## src/cdr_pkg.sv

```systemverilog
// Constants shared by the clock divider and reset synchroniser.
package cdr_pkg;
  localparam int unsigned CLK_IN_HZ         = 50000000;
  localparam int unsigned IN_PER_OUT        = 2;
  localparam int unsigned SKIP_OUT_CYCLES   = 2;
  localparam logic [3:0]  SKIP_IN_CYCLES    = 4'(SKIP_OUT_CYCLES * IN_PER_OUT);
  localparam int unsigned BUS_START_PERIODS = 7;
  localparam logic [3:0]  BUS_START_CYCLES  = 4'(BUS_START_PERIODS * IN_PER_OUT);
  localparam logic [1:0]  RELEASE_FALLS     = 2'h2;
  localparam int unsigned COLD_PIN_MAX      = 28;
  localparam logic        SYNC_RST_VAL      = 1'h0;

  typedef enum logic [3:0] {
    ST_RESET   = 4'h1,
    ST_REALIGN = 4'h2,
    ST_WAIT    = 4'h4,
    ST_RUN     = 4'h8
  } cdr_state_t;
endpackage

```

## src/cdr_clock_reset.sv

```systemverilog
// Divide-by-two system clock generator with reset request synchroniser.
`timescale 1ns/1ns
`default_nettype none

// Functional notes
// - System clock is input clock halved, 50 percent.
// - System clock toggles only on input clock edges.
// - Clock runs in reset, hold, idle; stops powerdown.
// - Input clock feeds divider directly, any duty.
// - Internal reset comes from synchronised reset request.
// - Cold powerup: pins reset within 28 input periods.
// - Warm reset: pins reset shortly after request falls.
// - Request rising edge makes phase realign pulse.
// - Request seen high, clock high: hold low two cycles.
// - Reset indication released second system clock fall.
// - First bus activity seven output periods after realign edge.
// - Bus request during reset granted when start count ends.
// - Idle bus: grant follows request after synchronising.
module cdr_clock_reset (
  input  wire logic ref_clk_in,
  input  wire logic rst_in,
  input  wire logic reset_request_n_in,
  input  wire logic bus_request_in,
  input  wire logic powerdown_in,
  output var  logic system_clock_out,
  output var  logic reset_indication_out,
  output var  logic pins_in_reset_out,
  output var  logic phase_realign_pulse_out,
  output var  logic bus_start_out,
  output var  logic bus_grant_ack_out
);

  cdr_pkg::cdr_state_t state_q;
  logic                rreq_s1_q;
  logic                rreq_s2_q;
  logic                rreq_prev_q;
  logic                breq_s1_q;
  logic                breq_s2_q;
  logic                pdn_s1_q;
  logic                pdn_s2_q;
  logic                clk_q;
  logic [3:0]          skip_q;
  logic [3:0]          start_q;
  logic [1:0]          falls_q;
  logic                rst_ind_q;
  logic                pins_rst_q;
  logic                realign_q;
  logic                bus_start_q;
  logic                grant_q;
  logic                rise;
  logic                fall_out;

  //////////////////////////////////////////////////////////////////////////////
  // Shared helpers.

  // Steps a cycle counter towards zero and parks it there.
  function automatic logic [3:0] count_down(input logic [3:0] value);
    count_down = (value != 4'h0) ? value - 4'h1 : 4'h0;
  endfunction

  // Tells whether the system clock fall at this edge completes the release count.
  function automatic logic last_fall(input logic [1:0] falls, input logic fall_now);
    last_fall = fall_now && (falls + 2'h1 == cdr_pkg::RELEASE_FALLS);
  endfunction

  //////////////////////////////////////////////////////////////////////////////
  // Input synchronisers.

  // The request history starts at the asserted level, so a pin already held
  // low through power-up cannot look like a release edge.
  always_ff @(posedge ref_clk_in) begin
    if (rst_in) begin
      rreq_s1_q   <= cdr_pkg::SYNC_RST_VAL;
      rreq_s2_q   <= cdr_pkg::SYNC_RST_VAL;
      rreq_prev_q <= cdr_pkg::SYNC_RST_VAL;
    end else begin
      rreq_s1_q   <= reset_request_n_in;
      rreq_s2_q   <= rreq_s1_q;
      rreq_prev_q <= rreq_s2_q;
    end
  end

  always_ff @(posedge ref_clk_in) begin
    if (rst_in) begin
      breq_s1_q <= 1'h0;
      breq_s2_q <= 1'h0;
      pdn_s1_q  <= 1'h0;
      pdn_s2_q  <= 1'h0;
    end else begin
      breq_s1_q <= bus_request_in;
      breq_s2_q <= breq_s1_q;
      pdn_s1_q  <= powerdown_in;
      pdn_s2_q  <= pdn_s1_q;
    end
  end

  // A release edge of the synchronised request, and a system clock fall due at this edge.
  assign rise     = rreq_s2_q & ~rreq_prev_q;
  assign fall_out = clk_q & (skip_q == 4'h0) & ~pdn_s2_q;

  //////////////////////////////////////////////////////////////////////////////
  // Divide-by-two clock with beat skip on realignment.

  always_ff @(posedge ref_clk_in) begin
    if (rst_in) begin
      clk_q  <= 1'h0;
      skip_q <= 4'h0;
    end else if (rise && clk_q) begin
      clk_q  <= 1'h0;
      skip_q <= cdr_pkg::SKIP_IN_CYCLES - 4'h1;
    end else if (skip_q != 4'h0) begin
      // Skipped beat: the clock stays low while the phases line up again.
      skip_q <= count_down(skip_q);
    end else if (!pdn_s2_q) begin
      // Powerdown stops the toggling; a skip countdown or a realignment still acts.
      clk_q <= ~clk_q;
    end
  end

  //////////////////////////////////////////////////////////////////////////////
  // Reset sequencing.

  always_ff @(posedge ref_clk_in) begin
    if (rst_in) begin
      state_q <= cdr_pkg::ST_RESET;
      falls_q <= 2'h0;
      start_q <= 4'h0;
    end else if (!rreq_s2_q) begin
      // A low request restarts the sequence from any state.
      state_q <= cdr_pkg::ST_RESET;
      falls_q <= 2'h0;
      start_q <= 4'h0;
    end else begin
      case (state_q)
        cdr_pkg::ST_RESET: begin
          // The bus start count is loaded on the realignment edge.
          if (rise) begin
            state_q <= cdr_pkg::ST_REALIGN;
            start_q <= cdr_pkg::BUS_START_CYCLES - 4'h1;
          end
        end
        cdr_pkg::ST_REALIGN: begin
          // The bus start count keeps running while the release falls are counted.
          start_q <= count_down(start_q);
          if (fall_out) begin
            falls_q <= falls_q + 2'h1;
            if (last_fall(falls_q, fall_out)) begin
              state_q <= cdr_pkg::ST_WAIT;
            end
          end
        end
        cdr_pkg::ST_WAIT: begin
          // Hold here until the bus start count has run out.
          if (start_q == 4'h0) begin
            state_q <= cdr_pkg::ST_RUN;
          end else begin
            start_q <= count_down(start_q);
          end
        end
        cdr_pkg::ST_RUN: begin
          state_q <= cdr_pkg::ST_RUN;
        end
        default: begin
          state_q <= cdr_pkg::ST_RESET;
        end
      endcase
    end
  end

  always_ff @(posedge ref_clk_in) begin
    if (rst_in) begin
      pins_rst_q <= 1'h1;
      rst_ind_q  <= 1'h1;
      realign_q  <= 1'h0;
    end else begin
      pins_rst_q <= ~rreq_s2_q | (state_q == cdr_pkg::ST_RESET) |
                    (state_q == cdr_pkg::ST_REALIGN);
      realign_q  <= rise;
      if (!rreq_s2_q) begin
        rst_ind_q <= 1'h1;
      end else if (state_q == cdr_pkg::ST_REALIGN && last_fall(falls_q, fall_out)) begin
        rst_ind_q <= 1'h0;
      end
    end
  end

  //////////////////////////////////////////////////////////////////////////////
  // Bus start and hold acknowledge.

  always_ff @(posedge ref_clk_in) begin
    if (rst_in) begin
      bus_start_q <= 1'h0;
      grant_q     <= 1'h0;
    end else begin
      // Bus start is a single-cycle pulse when no master holds the bus.
      bus_start_q <= (state_q == cdr_pkg::ST_WAIT) && (start_q == 4'h0) && !breq_s2_q;
      // A new reset request drops the grant at once, so the grant never
      // overlaps the reset indication.
      if (rreq_s2_q &&
          (state_q == cdr_pkg::ST_RUN ||
           (state_q == cdr_pkg::ST_WAIT && start_q == 4'h0))) begin
        grant_q <= breq_s2_q;
      end else begin
        grant_q <= 1'h0;
      end
    end
  end

  // Every output is a flop copied straight to its port.
  always_comb begin
    system_clock_out        = clk_q;
    reset_indication_out    = rst_ind_q;
    pins_in_reset_out       = pins_rst_q;
    phase_realign_pulse_out = realign_q;
    bus_start_out           = bus_start_q;
    bus_grant_ack_out       = grant_q;
  end

endmodule // cdr_clock_reset

`default_nettype wire

```

## config.mk

```make
export PLATFORM = sky130hd
export DESIGN_NAME = cdr_clock_reset
export DESIGN_NICKNAME = d
export VERILOG_FILES = /design/src/cdr_pkg.sv /design/src/cdr_clock_reset.sv
export SDC_FILE = /design/constraint.sdc
export NUM_CORES = 1
export LEC_CHECK = 0
export BUFFER_PORTS_ARGS = -buffer_cell sky130_fd_sc_hd__buf_2
export CORE_MARGIN = 2
export CORE_UTILIZATION = 35
export CTS_BUF_LIST = sky130_fd_sc_hd__clkbuf_8
export CTS_CLUSTER_SIZE = 20
export DETAILED_ROUTE_END_ITERATION = 8
export PLACE_DENSITY = 0.6
export SYNTH_ARGS = -nofsm -noshare
export SYNTH_HDL_FRONTEND = slang
export SYNTH_SLANG_ARGS = --single-unit
```

## constraint.sdc

```tcl
create_clock -name ref_clk_in -period 2.43 [get_ports ref_clk_in]
set_clock_uncertainty 0.1 [all_clocks]
set_input_delay 0.729 -clock ref_clk_in [delete_from_list [all_inputs] [get_ports ref_clk_in]]
set_output_delay 0.729 -clock ref_clk_in [all_outputs]
set_load 0.05 [all_outputs]
```

==> results of run 1 <==
[sequential cells by signal, summed over array words and instances (netlist names)]
name / count
pins_in_reset_out: 1
system_clock_out: 1
bus_start_out: 1
rreq_prev_q: 1
phase_realign_pulse_out: 1
pdn_s2_q: 1
rreq_s1_q: 1
bus_grant_ack_out: 1
falls_q: 2
rreq_s2_q: 1
reset_indication_out: 1
state_q: 4
breq_s1_q: 1
breq_s2_q: 1
pdn_s1_q: 1
skip_q: 4
start_q: 4
[area by class of cell]
cell class	instances	area, sq um	area share (%)
clock buffer	3	41.3	3.18
sequential	27	541	41.6
multi-input combinational	84	581	44.7
clock inverter	1	3.75	0.289
inverter	5	18.8	1.44
tap	46	57.6	4.43
timing repair buffer	11	57.6	4.43
[critical path: stages (launching register included)]
cell and delay, ps:
dfxtp_1 530, or4b_4 540, o21a_4 230, a211o_1 290
a32o_1 250
[kinds of logic (layout without fill, tap and decap cells)]
| logic type | count (synthesis) | count (layout) | synth area share, % |
|---|---|---|---|
| AOI/OAI and AO/OA | 22 | 22 | 14.4 |
| xor gates and xnor gates | 6 | 6 | 4.48 |
| adders and majority gates | 3 | 3 | 3.20 |
| buffers and inverters | 11 | 20 | 4.48 |
| DFF | 27 | 27 | 46.1 |
| muxes | 1 | 1 | 0.959 |
| and+or+nand+nor | 52 | 52 | 26.4 |
[power by group through the flow]
stage / registers [W] / logic, W / clock network (W)
floorplan: 0.000554 / 0.000196 / 0
global placement: 0.000533 / 0.000278 / 0
detailed placement: 0.000533 / 0.000295 / 0
CTS: 0.000523 / 0.000296 / 0.000245
global route: 0.000531 / 0.000327 / 0.000262
finish: 0.000522 / 0.000290 / 0.000236
[metrics by stage]
step | std cells | util, % | hold slack, ps | setup slack, ps | area [sq um]
finish | 177 | 39.6 | 324 | 398 | 1300
global route | 177 | 39.6 | 352 | 319 | 1300
CTS | 177 | 39.6 | 332 | 391 | 1300
detailed placement | 173 | 38.2 | 314 | 323 | 1250
global placement | 173 | 38.2 | 318 | 393 | 1250
floorplan | 122 | - | 290 | 531 | 1170
[cells in the mapped netlist (2+ instances only)]
| library cell | count |
|---|---|
| clkbuf_1 | 4 |
| a21oi_1 | 7 |
| nor3_1 | 3 |
| or4b_1 | 2 |
| and2_1 | 2 |
| nor4b_1 | 3 |
| nor4_1 | 3 |
| inv_1 | 4 |
| nor2b_1 | 9 |
| nand2_1 | 7 |
| o21ai_0 | 3 |
| or2_2 | 4 |
| nand3_1 | 4 |
| o221a_2 | 3 |
| dfxtp_1 | 27 |
| ha_1 | 3 |
| xnor2_1 | 4 |
| xor2_1 | 2 |
| nand2b_1 | 2 |
| nor2_1 | 8 |
[path summary, 6_finish.rpt]
path                                start                  endpoint  slack (ps)  cells after the start
hold / removal       breq_s2_q$_SDFF_PP0_  bus_start_out$_SDFF_PP0_         320                      1
setup reg to reg  state_q[2]$_SDFFE_PP0P_   start_q[2]$_SDFFE_PP0P_         400                      4
hold reg to reg      breq_s2_q$_SDFF_PP0_  bus_start_out$_SDFF_PP0_         320                      1
setup / recovery  state_q[2]$_SDFFE_PP0P_   start_q[2]$_SDFFE_PP0P_         400                      4
[layer usage]
layer  vias to the layer above  track usage [%]  share of wire (%)
li1                        450                -                  -
met1                       412             15.6                 47
met2                         8             21.4                 50
met3                         2             1.24                2.1
met4                         0             5.47               0.58
met5                         -                0                  0
==> impl_metrics.tcl, run 1 <==
set metrics [dict create \
    core-area_sq_mm 0.00328 \
    final_max_slew_viol_count 0 \
    drive_gt1_share_pct 19.1 \
    synth_nets 130 \
    dr_total_vias 872 \
    mostFrequentLayoutCells "dfxtp_1 (27), buf_2 (10), nor2b_1 (9)" \
    status "completed" \
    finalCriticalPeriod_ps 2030 \
    pwr-share-seq_pct 49.8 \
    ys_types 38 \
    setup_viol 0 \
    cp-start-kind "flop" \
    cp.arrival_ps 2090 \
    drt-initial-drc-count 31 \
    first_pass_iters 4 \
    p_leak_nw 0.483 \
    fmaxAchievable_mhz 492 \
    cts-buffers-inserted 3 \
    wl_per_cell_microns 11.7 \
    postCtsSetupBuffers 0 \
    synth-seq-cells 27 \
    netlist_top_cells_area "dfxtp_1 (46%), nor2b_1 (4.8%), ha_1 (3.2%), a21oi_1 (3.0%), xnor2_1 (3.0%)" \
    tritoncts "done" \
    track_usage_pct 12.4 \
    cts_resized 0 \
    switching_share_pct 29.7 \
    end_kind "flop" \
    path_clk_slew_ps 80 \
    gp_congestion 0.804 \
    diodes 0 \
    die-area_sq_mm 0.00383 \
    clock-sinks 27 \
    intPower_w 0.000737 \
    grt_first_pass_wirelength_mm 3.55 \
    ios 11 \
    worstPathRequired_ps 2490 \
    grt_overflow 0 \
    avgSynthCellArea_sq_um 9.62 \
    clk_latency_ps 260 \
    synth-main-ff-cell "dfxtp_1" \
    viasPerCell 4.93 \
    area_growth_syn_to_layout_pct 10.8 \
    seq_area_frac_synth_pct 46.1 \
    synth_top_area_share_pct 46.1 \
    synth_edf_count 0 \
    synth_cells 122 \
    setup.worst_path.class "reg -> reg" \
    finalHoldViolations 0 \
    vdd_drop_max_mv 0.389 \
    drv_cap 0 \
    final_common_cell "dfxtp_1" \
    async_reset_ff_share_pct 0 \
    grt_max_degree 15 \
    htree_levels 1 \
    clock_path_buffers 2 \
    root_buffer "clkbuf_8" \
    antenna_found_initial 0 \
    nNetsFinal 140 \
    fin_tns_setup_ps 0 \
    holdCritPathClass "reg -> reg" \
    wl_mm 2.07 \
    rsz0062_at_grt "false" \
    period_share_pct 83.6 \
    initial_core_util_pct 35.7 \
    fp.dieW_microns 61.9 \
    cp_max_fo 11 \
    die_y_microns 61.9 \
    drc 0 \
    grt_pass1_vias 818 \
    combPwrFrac_pct 27.7 \
    finalPower_w 0.00105 \
    antenna_left 0 \
    place_hpwl_mm 1.59 \
    p_clk_share_pct 22.5 \
    worst_pin_slew_ps 544 \
    rows 21 \
    synth_warnings 0 \
    p_per_area_mw_per_mm2 806 \
    portBuffers 10 \
    fill_cells 341 \
    postCtsHoldBufs 0 \
    p_sw_w 0.000311 \
    synth_area_leader_cell "dfxtp_1" \
    syn_area_sq_mm 0.00117 \
    slew-limit-headroom_pct 63.4 \
]
(Power assumes the default switching activity.)
==> inputs of run 2 (changes only) <==
Clock period 2.43 ns to 2 ns, I/O delays scaled along.
==> run 2 against run 1 <==
Against the previous run:
- global-route usage is 0.19 points higher
- final cell count is 4.5% higher
- worst setup slack worse by 320 ps
- sequential share of layout area is 1.8 points lower
- highest routed layer unchanged
- maximum frequency is 6.0% higher
- largest power group unchanged
- critical path depth stayed put
- via count is 3.9% higher
- total power is 24% higher
==> impl_metrics.tcl, run 2 (same netlist as run 1, synthesis figures left out) <==
set metrics [dict create \
    place_hpwl_mm 1.64 \
    wl_mm 2.10 \
    setup_viol 0 \
    die-area_sq_mm 0.00383 \
    worstPathRequired_ps 2060 \
    place_inst 181 \
    fp.dieW_microns 61.9 \
    ios 11 \
    cts-buffers-inserted 3 \
    mostFrequentLayoutCells "dfxtp_1 (25), buf_2 (10), nor2b_1 (9), buf_4 (9), nor2_1 (8)" \
    final_common_cell "dfxtp_1" \
    grt_overflow 0 \
    postCtsSetupBuffers 0 \
    finalCriticalPeriod_ps 1920 \
    initial_core_util_pct 35.7 \
    end_kind "flop" \
    drt-initial-drc-count 14 \
    gp_congestion 0.767 \
    die_y_microns 61.9 \
    final_cells 185 \
    p_leak_nw 0.522 \
    postCtsHoldBufs 0 \
    status "completed" \
    cp_max_fo 7 \
    dr_total_vias 906 \
    slew-limit-headroom_pct 70.8 \
    finalHoldViolations 0 \
    final_max_slew_viol_count 0 \
    grt_first_pass_wirelength_mm 3.53 \
    hold_ws_ps 328 \
    top_regs "skip_q: 4 flops, start_q: 4 flops, state_q: 4 flops" \
    period_share_pct 95.9 \
    track_usage_pct 12.6 \
    setup.worst_path.class "reg -> reg" \
    portBuffers 10 \
    fin_tns_setup_ps 0 \
    tritoncts "done" \
    cp-start-kind "flop" \
    nNetsFinal 148 \
    grt_pass1_vias 844 \
    htree_levels 1 \
    area_growth_syn_to_layout_pct 16.2 \
    busiest_layer "met2" \
    fmaxAchievable_mhz 521 \
    place_worst_setup_slack_ps 58.5 \
    antenna_found_initial 0 \
    cts_resized 0 \
    cp.arrival_ps 1980 \
    use_met1_pct 16.2 \
    wl_per_cell_microns 11.4 \
    clock_path_buffers 2 \
    holdCritPathClass "reg -> reg" \
    path_clk_slew_ps 90 \
    met2_usage_pct 20.5 \
    worst_pin_slew_ps 427 \
    clk_latency_ps 270 \
    drc 0 \
    grt_max_degree 16 \
    diodes 0 \
    drv_cap 0 \
    first_pass_iters 4 \
    p_per_area_mw_per_mm2 956 \
    root_buffer "clkbuf_8" \
    viasPerCell 4.90 \
    rsz0062_at_grt "false" \
    clock-sinks 27 \
    antenna_left 0 \
    rows 21 \
    vdd_drop_max_mv 0.643 \
    setup_slack_ps 82.2 \
    grt_util_met3_pct 2.48 \
    core-area_sq_mm 0.00328 \
    drive_gt1_share_pct 25.9 \
    utilization_pct 41.5 \
]
[run 2: changes by cell type in the layout (fill, tap and decap cells not counted), sizes merged]
| cell | previous run | this run |
|---|---|---|
| inv | 5 | 4 |
| clkinv | 1 | 2 |
| buf | 11 | 19 |
[run 2: through the flow]
step / total power [W] / area (sq um)
after global placement: 0.00101 / 1320
after global routing: 0.00140 / 1360
after detailed placement: 0.00102 / 1320
after CTS: 0.00132 / 1360
final: 0.00130 / 1360
after floorplan: 0.000912 / 1170
[run 2: power by group]
group | total [W] | internal, W | switching (W)
Sequential | 0.000633 | 0.000592 | 0.0000414
Clock | 0.000299 | 0.000139 | 0.000159
Combinational | 0.000371 | 0.000192 | 0.000180
[run 2: layer usage]
metal / part of all wire (%) / wire, microns / vias up
met5: 0 / 0 / -
met4: 1.9 / 39 / 0
met3: 2.5 / 52 / 5
met2: 47 / 993 / 11
met1: 48 / 1020 / 422
li1: - / - / 468
[run 2: worst paths after layout]
| path | slack [ps] | cells past startpoint | startpoint | end |
|---|---|---|---|---|
| setup / recovery | 80 | 4 | state_q[2]$_SDFFE_PP0P_ | start_q[2]$_SDFFE_PP0P_ |
| hold / removal | 330 | 1 | rreq_prev_q$_SDFF_PP0_ | phase_realign_pulse_out$_SDFF_PP0_ |
| setup reg to reg | 80 | 4 | state_q[2]$_SDFFE_PP0P_ | start_q[2]$_SDFFE_PP0P_ |
| hold reg to reg | 330 | 1 | rreq_prev_q$_SDFF_PP0_ | phase_realign_pulse_out$_SDFF_PP0_ |
[run 2: worst max-delay path: stages, from the launching register on]
cell and delay [ps]:
dfxtp_1 430, or4b_4 500, o21a_4 230, a211o_1 300
a32o_1 260
[run 2: area by class of cell]
cell class	count	area (sq um)
fill	321	1920
multi-input combinational	84	581
sequential	27	543
timing repair buffer	19	118
tap	46	57.6
clock buffer	3	41.3
inverter	5	18.8
clock inverter	1	5.00
